**src/design/gcd_pkg.sv**
```systemverilog
// Shared constants and types for the global clock buffers and their deskew loops.
// Assumes one system clock; pad and loop clocks arrive as sampled waveforms.
package gcd_pkg;

  // ----------------------------------------------------------------
  // Sizes and timing
  // ----------------------------------------------------------------
  localparam int NUM_BUF       = 4;
  localparam int CLK_PERIOD_NS = 8;
  localparam int DEPTH_DEF     = 64;
  localparam int LOCK_DEF      = 4;
  localparam logic RST_LEVEL   = 1'b0;

  // ----------------------------------------------------------------
  // Output selectors for the two driven nets
  // ----------------------------------------------------------------
  localparam logic [2:0] OUT_CLK0   = 3'h0;
  localparam logic [2:0] OUT_CLK90  = 3'h1;
  localparam logic [2:0] OUT_CLK180 = 3'h2;
  localparam logic [2:0] OUT_CLK270 = 3'h3;
  localparam logic [2:0] OUT_CLK2X  = 3'h4;
  localparam logic [2:0] OUT_CLKDV  = 3'h5;

  // ----------------------------------------------------------------
  // Divider codes, counted in quarter periods (doubled-clock edges)
  // ----------------------------------------------------------------
  localparam logic [2:0] DIV_1P5 = 3'h0;
  localparam logic [2:0] DIV_2   = 3'h1;
  localparam logic [2:0] DIV_2P5 = 3'h2;
  localparam logic [2:0] DIV_3   = 3'h3;
  localparam logic [2:0] DIV_4   = 3'h4;
  localparam logic [2:0] DIV_5   = 3'h5;
  localparam logic [2:0] DIV_8   = 3'h6;
  localparam logic [2:0] DIV_16  = 3'h7;

  function automatic logic [5:0] div_quarters(input logic [2:0] code);
    case (code)
      DIV_1P5: div_quarters = 6'h03;
      DIV_2:   div_quarters = 6'h04;
      DIV_2P5: div_quarters = 6'h05;
      DIV_3:   div_quarters = 6'h06;
      DIV_4:   div_quarters = 6'h08;
      DIV_5:   div_quarters = 6'h0A;
      DIV_8:   div_quarters = 6'h10;
      default: div_quarters = 6'h20;
    endcase
  endfunction

  // ----------------------------------------------------------------
  // Types
  // ----------------------------------------------------------------
  typedef struct packed {
    logic       routeSel;
    logic       dllEn;
    logic       mirror;
    logic       waitLock;
    logic [2:0] divSel;
    logic [2:0] netSelA;
    logic [2:0] netSelB;
  } gcd_cfg_t;

  typedef struct packed {
    logic clk0;
    logic clk90;
    logic clk180;
    logic clk270;
    logic clk2x;
    logic clkdv;
  } gcd_clk_t;

  typedef enum logic [1:0] {
    ST_IDLE    = 2'h0,
    ST_MEASURE = 2'h1,
    ST_TRACK   = 2'h3,
    ST_LOCK    = 2'h2
  } gcd_state_t;

endpackage

```
**src/design/gcd_gbuf.sv**
```systemverilog
// One global clock buffer: picks the dedicated pad or a routing signal.
// Assumes the pad is asynchronous to clk and the routing signal is not.
`timescale 1ns/1ps
module gcd_gbuf (
  input  wire logic clk,
  input  wire logic rst,
  input  wire logic padClk,
  input  wire logic routeClk,
  input  wire logic routeSel,
  output logic      bufOut
);
  import gcd_pkg::*;

  logic padS1Q;
  logic padS2Q;
  logic bufQ;
  logic bufD;

  assign bufD   = routeSel ? routeClk : padS2Q;
  assign bufOut = bufQ;

  always_ff @(posedge clk) begin
    if (rst) begin
      padS1Q <= RST_LEVEL;
      padS2Q <= RST_LEVEL;
      bufQ   <= RST_LEVEL;
    end else begin
      padS1Q <= padClk;
      padS2Q <= padS1Q;
      bufQ   <= bufD;
    end
  end
endmodule // gcd_gbuf

```
**src/design/gcd_top.sv**
```systemverilog
// Global clock buffers with a deskew loop on each, oversampled at clk.
// Assumes feedback returns from the distributed net or, as a mirror, a pin.
// Function
// Four global buffers, each drives a net
// Buffer input from pad or routing
// Each loop drives up to two nets
// Delay tuned so feedback aligns one period
// Quadrature phases and doubled clock generated
// Divided clock, ratios 1.5 to 16
// Six clock outputs per loop
// Mirror mode deskews an off-chip feedback
// Configuration done held until lock
// Lock flag cleared by reset, set when settled
`timescale 1ns/1ps
module gcd_top #(
  parameter int DEPTH      = gcd_pkg::DEPTH_DEF,
  parameter int LOCK_COUNT = gcd_pkg::LOCK_DEF
) (
  input  wire logic                                 clk,
  input  wire logic                                 rst,
  input  wire logic [gcd_pkg::NUM_BUF-1:0]          padClk,
  input  wire logic [gcd_pkg::NUM_BUF-1:0]          routeClk,
  input  wire logic [gcd_pkg::NUM_BUF-1:0]          fbInt,
  input  wire logic [gcd_pkg::NUM_BUF-1:0]          fbPad,
  input  wire gcd_pkg::gcd_cfg_t [gcd_pkg::NUM_BUF-1:0] cfg,
  input  wire logic                                 cfgReqDone,
  output logic [gcd_pkg::NUM_BUF-1:0]               globalNet,
  output logic [gcd_pkg::NUM_BUF-1:0]               auxNet,
  output gcd_pkg::gcd_clk_t [gcd_pkg::NUM_BUF-1:0]  clkOut,
  output logic [gcd_pkg::NUM_BUF-1:0]               locked,
  output logic                                      cfgDone
);
  import gcd_pkg::*;

  localparam int TW = $clog2(DEPTH);
  localparam int GW = $clog2(LOCK_COUNT + 1);
  localparam logic [TW-1:0] TAP_MAX = TW'(DEPTH - 1);

  // ----------------------------------------------------------------
  // Elaboration checks
  // ----------------------------------------------------------------
  if (DEPTH < 8 || DEPTH > 256 || (1 << TW) != DEPTH) begin : g_bad_depth
    $error("DEPTH must be a power of two from 8 to 256");
  end
  if (LOCK_COUNT < 1 || LOCK_COUNT > 15) begin : g_bad_lock
    $error("LOCK_COUNT must be 1 to 15");
  end

  // ----------------------------------------------------------------
  // Decoders
  // ----------------------------------------------------------------
  function automatic logic pick(input gcd_clk_t c, input logic [2:0] s);
    case (s)
      OUT_CLK0:   pick = c.clk0;
      OUT_CLK90:  pick = c.clk90;
      OUT_CLK180: pick = c.clk180;
      OUT_CLK270: pick = c.clk270;
      OUT_CLK2X:  pick = c.clk2x;
      OUT_CLKDV:  pick = c.clkdv;
      default:    pick = 1'b0;
    endcase
  endfunction

  // Taps past the end of the line stick at the last one; long periods lose phase accuracy.
  function automatic logic [TW-1:0] clamp_idx(input logic [TW:0] v);
    clamp_idx = (v > {1'b0, TAP_MAX}) ? TAP_MAX : v[TW-1:0];
  endfunction

  logic [NUM_BUF-1:0] bufOut;
  logic [NUM_BUF-1:0] fbPadS1Q;
  logic [NUM_BUF-1:0] fbPadS2Q;
  logic [NUM_BUF-1:0] waitMask;

  always_ff @(posedge clk) begin
    if (rst) begin
      fbPadS1Q <= '0;
      fbPadS2Q <= '0;
    end else begin
      fbPadS1Q <= fbPad;
      fbPadS2Q <= fbPadS1Q;
    end
  end

  // ----------------------------------------------------------------
  // Buffers and loops
  // ----------------------------------------------------------------
  for (genvar g = 0; g < NUM_BUF; g++) begin : g_loop
    logic            refPrevQ;
    logic            fbPrevQ;
    logic            errValidQ;
    logic            dvQ;
    logic            prev2xQ;
    logic            netAQ;
    logic            netBQ;
    logic            globalQ;
    logic [TW-1:0]   sinceQ;
    logic [TW-1:0]   periodQ;
    logic [TW-1:0]   errQ;
    logic [TW-1:0]   tapQ;
    logic [TW-1:0]   tapD;
    logic [GW-1:0]   goodQ;
    logic [5:0]      dvCntQ;
    logic [DEPTH-1:0] lineQ;
    gcd_state_t      stQ;
    gcd_state_t      stD;
    gcd_clk_t        outQ;
    gcd_clk_t        outD;

    wire             refIn     = bufOut[g];
    wire             fbIn      = cfg[g].mirror ? fbPadS2Q[g] : fbInt[g];
    wire             refRise   = refIn & ~refPrevQ;
    wire             fbRise    = fbIn & ~fbPrevQ;
    wire [TW-1:0]    sincePlus = (sinceQ == TAP_MAX) ? sinceQ : sinceQ + 1'b1;
    wire [TW-1:0]    quarter   = periodQ >> 2;
    wire             tracking  = (stQ == ST_TRACK) || (stQ == ST_LOCK);
    wire             aligned   = (errQ == '0);
    wire             lagging   = errQ <= (periodQ >> 1);
    wire             good      = goodQ == GW'(LOCK_COUNT);
    wire [TW-1:0]    i0        = tapQ;
    wire [TW-1:0]    i1        = clamp_idx({1'b0, tapQ} + {1'b0, quarter});
    wire [TW-1:0]    i2        = clamp_idx({1'b0, tapQ} + {quarter, 1'b0});
    wire [TW-1:0]    i3        = clamp_idx({1'b0, tapQ} + {quarter, 1'b0} + {1'b0, quarter});
    wire [5:0]       dvLast    = div_quarters(cfg[g].divSel) - 6'h01;
    wire             edge2x    = outQ.clk2x ^ prev2xQ;
    wire             pickA     = pick(outQ, cfg[g].netSelA);
    wire             pickB     = pick(outQ, cfg[g].netSelB);

    gcd_gbuf u_gbuf (
      .clk      (clk),
      .rst      (rst),
      .padClk   (padClk[g]),
      .routeClk (routeClk[g]),
      .routeSel (cfg[g].routeSel),
      .bufOut   (bufOut[g])
    );

    // Feedback lagging by at most half a period means the total delay overshoots one period,
    // but only when the taps hold that much; otherwise the loop is a period short.
    always_comb begin
      tapD = tapQ;
      if (tracking && errValidQ && !aligned) begin
        if (lagging && tapQ >= errQ) begin
          tapD = tapQ - 1'b1;
        end else if (tapQ != TAP_MAX) begin
          tapD = tapQ + 1'b1;
        end
      end
    end

    always_comb begin
      stD = stQ;
      case (stQ)
        ST_IDLE:    stD = ST_MEASURE;
        ST_MEASURE: if (refRise && periodQ != '0) stD = ST_TRACK;
        ST_TRACK:   if (good) stD = ST_LOCK;
        ST_LOCK:    if (errValidQ && !aligned) stD = ST_TRACK;
        default:    stD = ST_IDLE;
      endcase
      if (!cfg[g].dllEn) stD = ST_IDLE;
    end

    always_comb begin
      outD = '0;
      if (cfg[g].dllEn) begin
        outD.clk0   = lineQ[i0];
        outD.clk90  = lineQ[i1];
        outD.clk180 = lineQ[i2];
        outD.clk270 = lineQ[i3];
        outD.clk2x  = lineQ[i0] ^ lineQ[i1];
        outD.clkdv  = dvQ;
      end
    end

    always_ff @(posedge clk) begin
      if (rst) begin
        refPrevQ  <= 1'b0;
        fbPrevQ   <= 1'b0;
        sinceQ    <= '0;
        periodQ   <= '0;
        errQ      <= '0;
        errValidQ <= 1'b0;
        tapQ      <= '0;
        goodQ     <= '0;
        stQ       <= ST_IDLE;
        lineQ     <= '0;
        outQ      <= '0;
      end else begin
        refPrevQ  <= refIn;
        fbPrevQ   <= fbIn;
        sinceQ    <= refRise ? '0 : sincePlus;
        periodQ   <= refRise ? sincePlus : periodQ;
        errQ      <= fbRise ? (refRise ? '0 : sincePlus) : errQ;
        errValidQ <= fbRise && tracking;
        tapQ      <= cfg[g].dllEn ? tapD : '0;
        if (!tracking || (errValidQ && !aligned)) begin
          goodQ <= '0;
        end else if (errValidQ && !good) begin
          goodQ <= goodQ + 1'b1;
        end
        stQ       <= stD;
        lineQ     <= {lineQ[DEPTH-2:0], refIn};
        outQ      <= outD;
      end
    end

    // Divider toggles every so many doubled-clock edges, giving half ratios too.
    always_ff @(posedge clk) begin
      if (rst || !cfg[g].dllEn) begin
        dvCntQ  <= '0;
        dvQ     <= 1'b0;
        prev2xQ <= 1'b0;
      end else begin
        prev2xQ <= outQ.clk2x;
        if (edge2x) begin
          dvCntQ <= (dvCntQ >= dvLast) ? '0 : dvCntQ + 1'b1;
          dvQ    <= (dvCntQ >= dvLast) ? ~dvQ : dvQ;
        end
      end
    end

    always_ff @(posedge clk) begin
      if (rst) begin
        netAQ   <= 1'b0;
        netBQ   <= 1'b0;
        globalQ <= 1'b0;
      end else begin
        netAQ   <= pickA;
        netBQ   <= pickB;
        globalQ <= cfg[g].dllEn ? netAQ : bufOut[g];
      end
    end

    assign globalNet[g] = globalQ;
    assign auxNet[g]    = netBQ;
    assign clkOut[g]    = outQ;
    assign locked[g]    = (stQ == ST_LOCK);
    assign waitMask[g]  = cfg[g].waitLock & ~locked[g];

  end

  // ----------------------------------------------------------------
  // Configuration completion
  // ----------------------------------------------------------------
  assign cfgDone = cfgReqDone & ~|waitMask;
endmodule // gcd_top

```
**config.mk**
```make
export PLATFORM = sky130hd
export DESIGN_NAME = gcd_top
export DESIGN_NICKNAME = d
export VERILOG_FILES = /design/src/design/gcd_pkg.sv /design/src/design/gcd_gbuf.sv /design/src/design/gcd_top.sv
export SDC_FILE = /design/constraint.sdc
export NUM_CORES = 2
export LEC_CHECK = 0
export ABC_AREA = 0
export BUFFER_PORTS_ARGS = -buffer_cell sky130_fd_sc_hd__buf_2
export CAP_MARGIN = 30
export CORE_UTILIZATION = 63
export DETAILED_ROUTE_END_ITERATION = 8
export PLACE_DENSITY = 0.81
export SLEW_MARGIN = 20
export SYNTH_ARGS = -nofsm -noshare
export SYNTH_HDL_FRONTEND = slang
export SYNTH_SLANG_ARGS = --single-unit
export TNS_END_PERCENT = 100
```
**constraint.sdc**
```tcl
create_clock -name clk -period 4.6 [get_ports clk]
set_clock_uncertainty 0.2 [all_clocks]
set_input_delay 0.92 -clock clk [delete_from_list [all_inputs] [get_ports clk]]
set_output_delay 0.92 -clock clk [all_outputs]
set_load 0.005 [all_outputs]
```
; ---- Word level (Yosys, flattened, before mapping)
; Cells that the tools add are included.
; W data, S select, Z words.
[word_totals]
ff_bits = 472
latchBits = 0
ramBits = 0
mem_bits_ro = 0
in_bits = 71
out_inout_bits = 37
word_cells = 529
n_memories = 0
[classes]
add_sub_neg = 36
n_mul = 0
div_mod_pow = 0
order_cmp = 40
n_eq_ne = 100
n_shift = 0
n_mux = 104
bitwise = 41
n_reduce_logical = 106
[ops]
columns = op, count
row1 = $mux W6, 32
row2 = $pmux W6 S7, 4
row3 = $lt A6 B7 Y1 const B, 16
row4 = $bmux W1 S6, 16
row5 = $eq A3 B3 Y1 const B, 32
row6 = $gt A7 B6 Y1 const B, 12
row7 = $add A6 B1 Y6 const B, 12
row8 = $eq A3 B2 Y1 const B, 24
row9 = $ge A6 B6 Y1, 8
row10 = $pmux W1 S6, 8
row11 = $sub A6 B1 Y6 const B, 8
row12 = $eq A3 B1 Y1 const B, 12
row13 = $logic_not A3 Y1, 12
row14 = $pmux W2 S4, 4
row15 = $add A6 B4 Y7, 4
row16 = $add A6 B5 Y7, 4
row17 = $add A7 B4 Y7, 4
row18 = $logic_and A1 B1 Y1, 28
row19 = $mux W1, 28
row20 = $eq A6 B6 Y1 const B, 4
row21 = $le A6 B5 Y1, 4
row22 = $logic_not A6 Y1, 4
row23 = $mux W2, 12
row24 = $ne A6 B6 Y1 const B, 4
row25 = 17 further kinds, 131

; ---- Longest topological paths before layout
[depth]
depth_word = 6
ltp_mapped = 21
depth_no_buf = 18

; ---- Hierarchy
; Synthesis repeated with hierarchy kept, for this count alone.
[hier_totals]
hier_cells = 3249
area_unflattened_um2 = 29366.9
[by_module_without_submodules]
columns = mod, n_inst, cells_each, area_per_inst_um2, seq_area_each_um2
row1 = gcd_top, 1, 3221, 29001.6, 9128.8
row2 = gcd_gbuf, 4, 7, 91.3, 60.1

; ---- Worst setup path before layout
; Ideal clock, no wire load.
[synth_path]
path_type = reg-to-reg
from = register g_loop[0].tapQ[1]
to = register g_loop[0].outQ (netlist bit clkOut[2])
setup_time_ns = 0.126
arrival_time_ns = 3.877
required_ns = 4.274
setup_slack_ns = 0.397
path_stages_with_launch = 13
n_path_buf = 3
synth_period_minus_slack_ns = 4.203
cell_sequence = dfxtp_1 ha_1 clkbuf_1 buf_1 clkbuf_1 inv_1 fa_1 xnor2_1 nand2_1 o32a_1 a211o_1 o211ai_1 o22ai_1
[synth_via]
elab_chain_len = 6
[synth_rtl]
columns = element, line_no
row1 = from (decl), gcd_top.sv:99  ; logic [TW-1:0] tapQ;
row2 = from (signal assigned), gcd_top.sv:194  ; tapQ <= cfg[g].dllEn ? tapD : '0;
row3 = $add A6 B5 Y7 *, gcd_top.sv:122  ; wire [TW-1:0] i3 = clamp_idx({1'b0, tapQ} + {quarter, 1'b0} + {1'b0, quarter});
row4 = $add A7 B4 Y7 *, gcd_top.sv:122
row5 = $gt A7 B6 Y1, gcd_top.sv:66  ; clamp_idx = (v > {1'b0, TAP_MAX}) ? TAP_MAX : v[TW-1:0];
row6 = $mux W6 *, gcd_top.sv:66
row7 = $bmux W1 S6 *, gcd_top.sv:168  ; outD.clk270 = lineQ[i3];
row8 = $mux W1 (implied by the code) *, gcd_top.sv:168
row9 = to (signal assigned), gcd_top.sv:202  ; outQ <= outD;
row10 = to (decl), gcd_top.sv:106  ; gcd_clk_t outQ;
; Every way passes the cells marked *; elsewhere a longest branch is shown, timed or not. The select of a mux whose other input is x is not followed.
; A chain may end at the register's enable or synchronous reset.

; ---- Worst setup path after layout
[layout_path]
from = register g_loop[3].periodQ[2]
to = register g_loop[3].outQ (netlist bit clkOut[20])
[layout_via]
elab_chain_len = 6
[layout_rtl]
columns = element, line_no
row1 = from (decl), gcd_top.sv:97  ; logic [TW-1:0] periodQ;
row2 = from (signal assigned), gcd_top.sv:191  ; periodQ <= refRise ? sincePlus : periodQ;
row3 = $add A6 B5 Y7, gcd_top.sv:122
row4 = $add A7 B4 Y7 *, gcd_top.sv:122
row5 = $gt A7 B6 Y1, gcd_top.sv:66
row6 = $mux W6 *, gcd_top.sv:66
row7 = $bmux W1 S6 *, gcd_top.sv:168
row8 = $mux W1 (implied by the code) *, gcd_top.sv:168
row9 = to (signal assigned), gcd_top.sv:202
row10 = to (decl), gcd_top.sv:106
; Marked as above.

==> results.cfg <==
[yosys]
yosys.area.top_type_share = 0.315
synth_compound_area_frac = 0.188
synthFlopType = dfxtp_1
yosys_warnings = 0
synth_area_sq_um = 29700
muxShareOfSynthArea = 0.157
synth-async-reset-ratio = 0
synth.distinct_cells = 84
synth-adder-area-share = 0.0730
synth_xor_xnor_area_share = 0.0297
seq_area_frac_synth = 0.315
synth_edf_count = 0
yosys.area_share.simple = 0.192
ys_ff_latch = 468
synth_top_family_by_area = simple AND/OR/NAND/NOR gates
ys_top_cells_by_area = dfxtp_1 31%, mux4_2 9.1%, nor2b_1 6.2%, ha_1 6.2%, mux2i_1 4.8%
postSynthCellCount = 3352
syn_avg_cell_area_sq_um = 8.87
yosysTopAreaCell = dfxtp_1

[setup_path]
start_kind = flop
worstSetupEndpointType = flop
r2r_slack_ns = 0.48
critPathArrivalTime_ns = 4.43
timing.rr.start = g_loop[3].periodQ[2]$_SDFFE_PP0P_
cp-startpoint = g_loop[3].periodQ[2]$_SDFFE_PP0P_
worst_ep_required_time_ns = 4.91
r2r.worst_path.cells = 13
cp-endpoint = clkOut[20]$_SDFF_PP0_
path_max_fanout = 8
regToRegEndpoint = clkOut[20]$_SDFF_PP0_
crit_type = flop to flop

[layout]
num-fill-cells = 3653
layout.cells.non_filler = 4038
final_common_cell = dfxtp_1
nets = 3633
area_growth_pct = 9.06
diodes = 0
final_cell_mix = 467 x dfxtp_1, 297 x nor2b_1, 284 x nor2_1
finish.utilization = 0.697
drive_gt1_frac = 0.132

[clock_network]
post_cts_resized = 0
cts_tree = built
clockBufferDepth = 3
ctsHoldBuffers = 0
clk_latency_ns = 0.61
numCtsBuffers = 48
numClockSinks = 468
htreeDepth = 2
clkTransAtPathRegs_ns = 0.06
cts_root_buffer = clkbuf_16
post_cts.repair.setup_buffers = 0

[grt]
grt_max_degree = 165
grt_pass1_wl_um = 136000
track_usage = 0.354
grt_pass1_vias = 25300
overflow = 0
antenna_found_initial = 0

[status]
status = completed

[floorplan]
dieArea_sq_um = 48100
initial_core_util = 0.639
num_rows = 79
die_w_um = 219
ioPinCount = 108
die_h_um = 219
fp.coreArea_sq_um = 46600

[timing]
tns_ns = 0
relSlewSlack = 0.377
setup_viol = 0
rsz0062_at_grt = false
post-route-period-util = 0.895
final.min_clock_period_ns = 4.12
fmax_mhz = 243
slew_violations = 0
max_slew.worst_pin.slew_ns = 0.931
fin_ws_ns = 0.484
hold_viol_final = 0

[placement]
pre_cts_ws_ns = 0.622
portBuffers = 107
gp_congestion = 1.03
hpwlAfterDp_um = 62000
place_inst = 3955

[routing]
drt_iter0_drc = 3075
ant_nets = 0
dr.pass1.iters = 6
avgViaCountPerCell = 6.57
wire_per_inst_um = 21.3
post-route-drc-count = 0
wl_um = 85900
vias = 26500

[power]
power_mw = 9.03
clkPwrFrac = 0.436
power_density_nw_per_um2 = 278
switching_share = 0.248
p_switching_mw = 2.24
p_int_mw = 6.78
power_frac_comb = 0.105
p_seq_frac = 0.459
cellLeakagePower_nw = 12.7
ir_drop_uv = 358

[flow_run]
maxCapViolations = 0

[hold_path]
hold_class = flop to flop
[state kept, by name, indices dropped and copies added (netlist names)]
name and flops:
g_loop.u_gbuf.padS2Q 4, g_loop.netAQ 4, g_loop.periodQ 24, g_loop.errQ 24
g_loop.prev2xQ 4, g_loop.stQ 8, g_loop.fbPrevQ 4, g_loop.errValidQ 4
g_loop.i0 24, g_loop.u_gbuf.bufOut 4, clkOut 24, g_loop.globalQ 4
g_loop.dvQ 4, g_loop.sinceQ 24, g_loop.goodQ 12, g_loop.lineQ 256
g_loop.u_gbuf.padS1Q 4, fbPadS1Q 4, g_loop.netBQ 4, g_loop.dvCntQ 24
fbPadS2Q 4
[logic make-up (layout without fill, tap and decap cells)]
| family | Yosys count | after routing |
|---|---|---|
| AO/OA/AOI/OAI | 856 | 856 |
| XOR/XNOR | 101 | 101 |
| adder cells (fa/ha/maj) | 164 | 164 |
| buffers and inverters | 332 | 408 |
| flip-flops | 468 | 468 |
| multiplexers | 305 | 305 |
| other | 1 | 4 |
| AND/OR/NAND/NOR | 1125 | 1125 |
[per-stage QoR]
stage | hold slack, ns | area, sq um
6_report | 0.246 | 32400
5_1_grt | 0.250 | 32400
4_1_cts | 0.251 | 32400
3_5_place_dp | 0.233 | 30900
3_3_place_gp | 0.216 | 30900
2_1_floorplan | 0.214 | 29800
[power by group through the flow]
stage	Sequential [mW]	Combinational, mW	Clock (mW)
6_report	4.14	0.945	3.93
5_1_grt	4.15	1.03	4.16
3_3_place_gp	4.23	0.887	0
2_1_floorplan	4.22	0.675	0
4_1_cts	4.14	0.929	4.00
3_5_place_dp	4.23	0.921	0
[worst max-delay path, cell delays in order (launching register included)]
cell and delay (ns):
dfxtp_1 0.35, ha_1 0.26, fa_1 0.42, xnor2_1 0.32, inv_1 0.19, ha_1 0.35
o21a_1 0.14, o211a_1 0.25, a21oi_1 0.51, nand2_1 0.31, o21a_1 0.25, a21oi_1 0.13
a32oi_1 0.07, o31ai_1 0.24
[layout make-up]
cell class | instances | area [sq um] | share of cell area
Clock buffer | 72 | 1440 | 0.0445
Multi-Input combinational cell | 2555 | 19000 | 0.587
Inverter | 135 | 507 | 0.0156
Sequential cell | 468 | 9370 | 0.289
Tap cell | 607 | 759 | 0.0234
Timing Repair Buffer | 190 | 1180 | 0.0364
Clock inverter | 11 | 138 | 0.00424
[Yosys cell counts (all sizes together) (24+ instances only)]
master / count
a211oi: 49
a21o: 54
a21oi: 222
a221oi: 31
a22oi: 26
a31oi: 46
and2: 47
buf: 54
clkbuf: 143
dfxtp: 468
ha: 148
inv: 133
mux2: 38
mux2i: 143
mux4: 124
nand2: 192
nand2b: 39
nand3: 94
nor2: 284
nor2b: 297
nor3: 67
o211ai: 34
o21a: 26
o21ai: 185
o22ai: 25
o311ai: 24
xnor2: 59
xor2: 42
[layer usage]
metal / part of all wire / GRT usage
met1: 0.42 / 0.474
met2: 0.46 / 0.568
met3: 0.084 / 0.0564
met4: 0.036 / 0.145
met5: 0 / 0
[how the worst min path moves through the flow]
stage	start	endpoint	slack [ns]	depth (start not counted)
CTS	g_loop[1].u_gbuf.padS1Q$_SDFF_PP0_	g_loop[1].u_gbuf.padS2Q$_SDFF_PP0_	0.25	1
floorplan	fbPadS1Q[0]$_SDFF_PP0_	fbPadS2Q[0]$_SDFF_PP0_	0.21	1
global placement	fbPadS1Q[2]$_SDFF_PP0_	fbPadS2Q[2]$_SDFF_PP0_	0.22	1
detailed placement	g_loop[1].u_gbuf.padS1Q$_SDFF_PP0_	g_loop[1].u_gbuf.padS2Q$_SDFF_PP0_	0.23	1
finish	g_loop[1].u_gbuf.padS1Q$_SDFF_PP0_	g_loop[1].u_gbuf.padS2Q$_SDFF_PP0_	0.25	1
global route	g_loop[1].u_gbuf.padS1Q$_SDFF_PP0_	g_loop[1].u_gbuf.padS2Q$_SDFF_PP0_	0.25	1
Note: power is estimated with default switching activity, not from simulation.
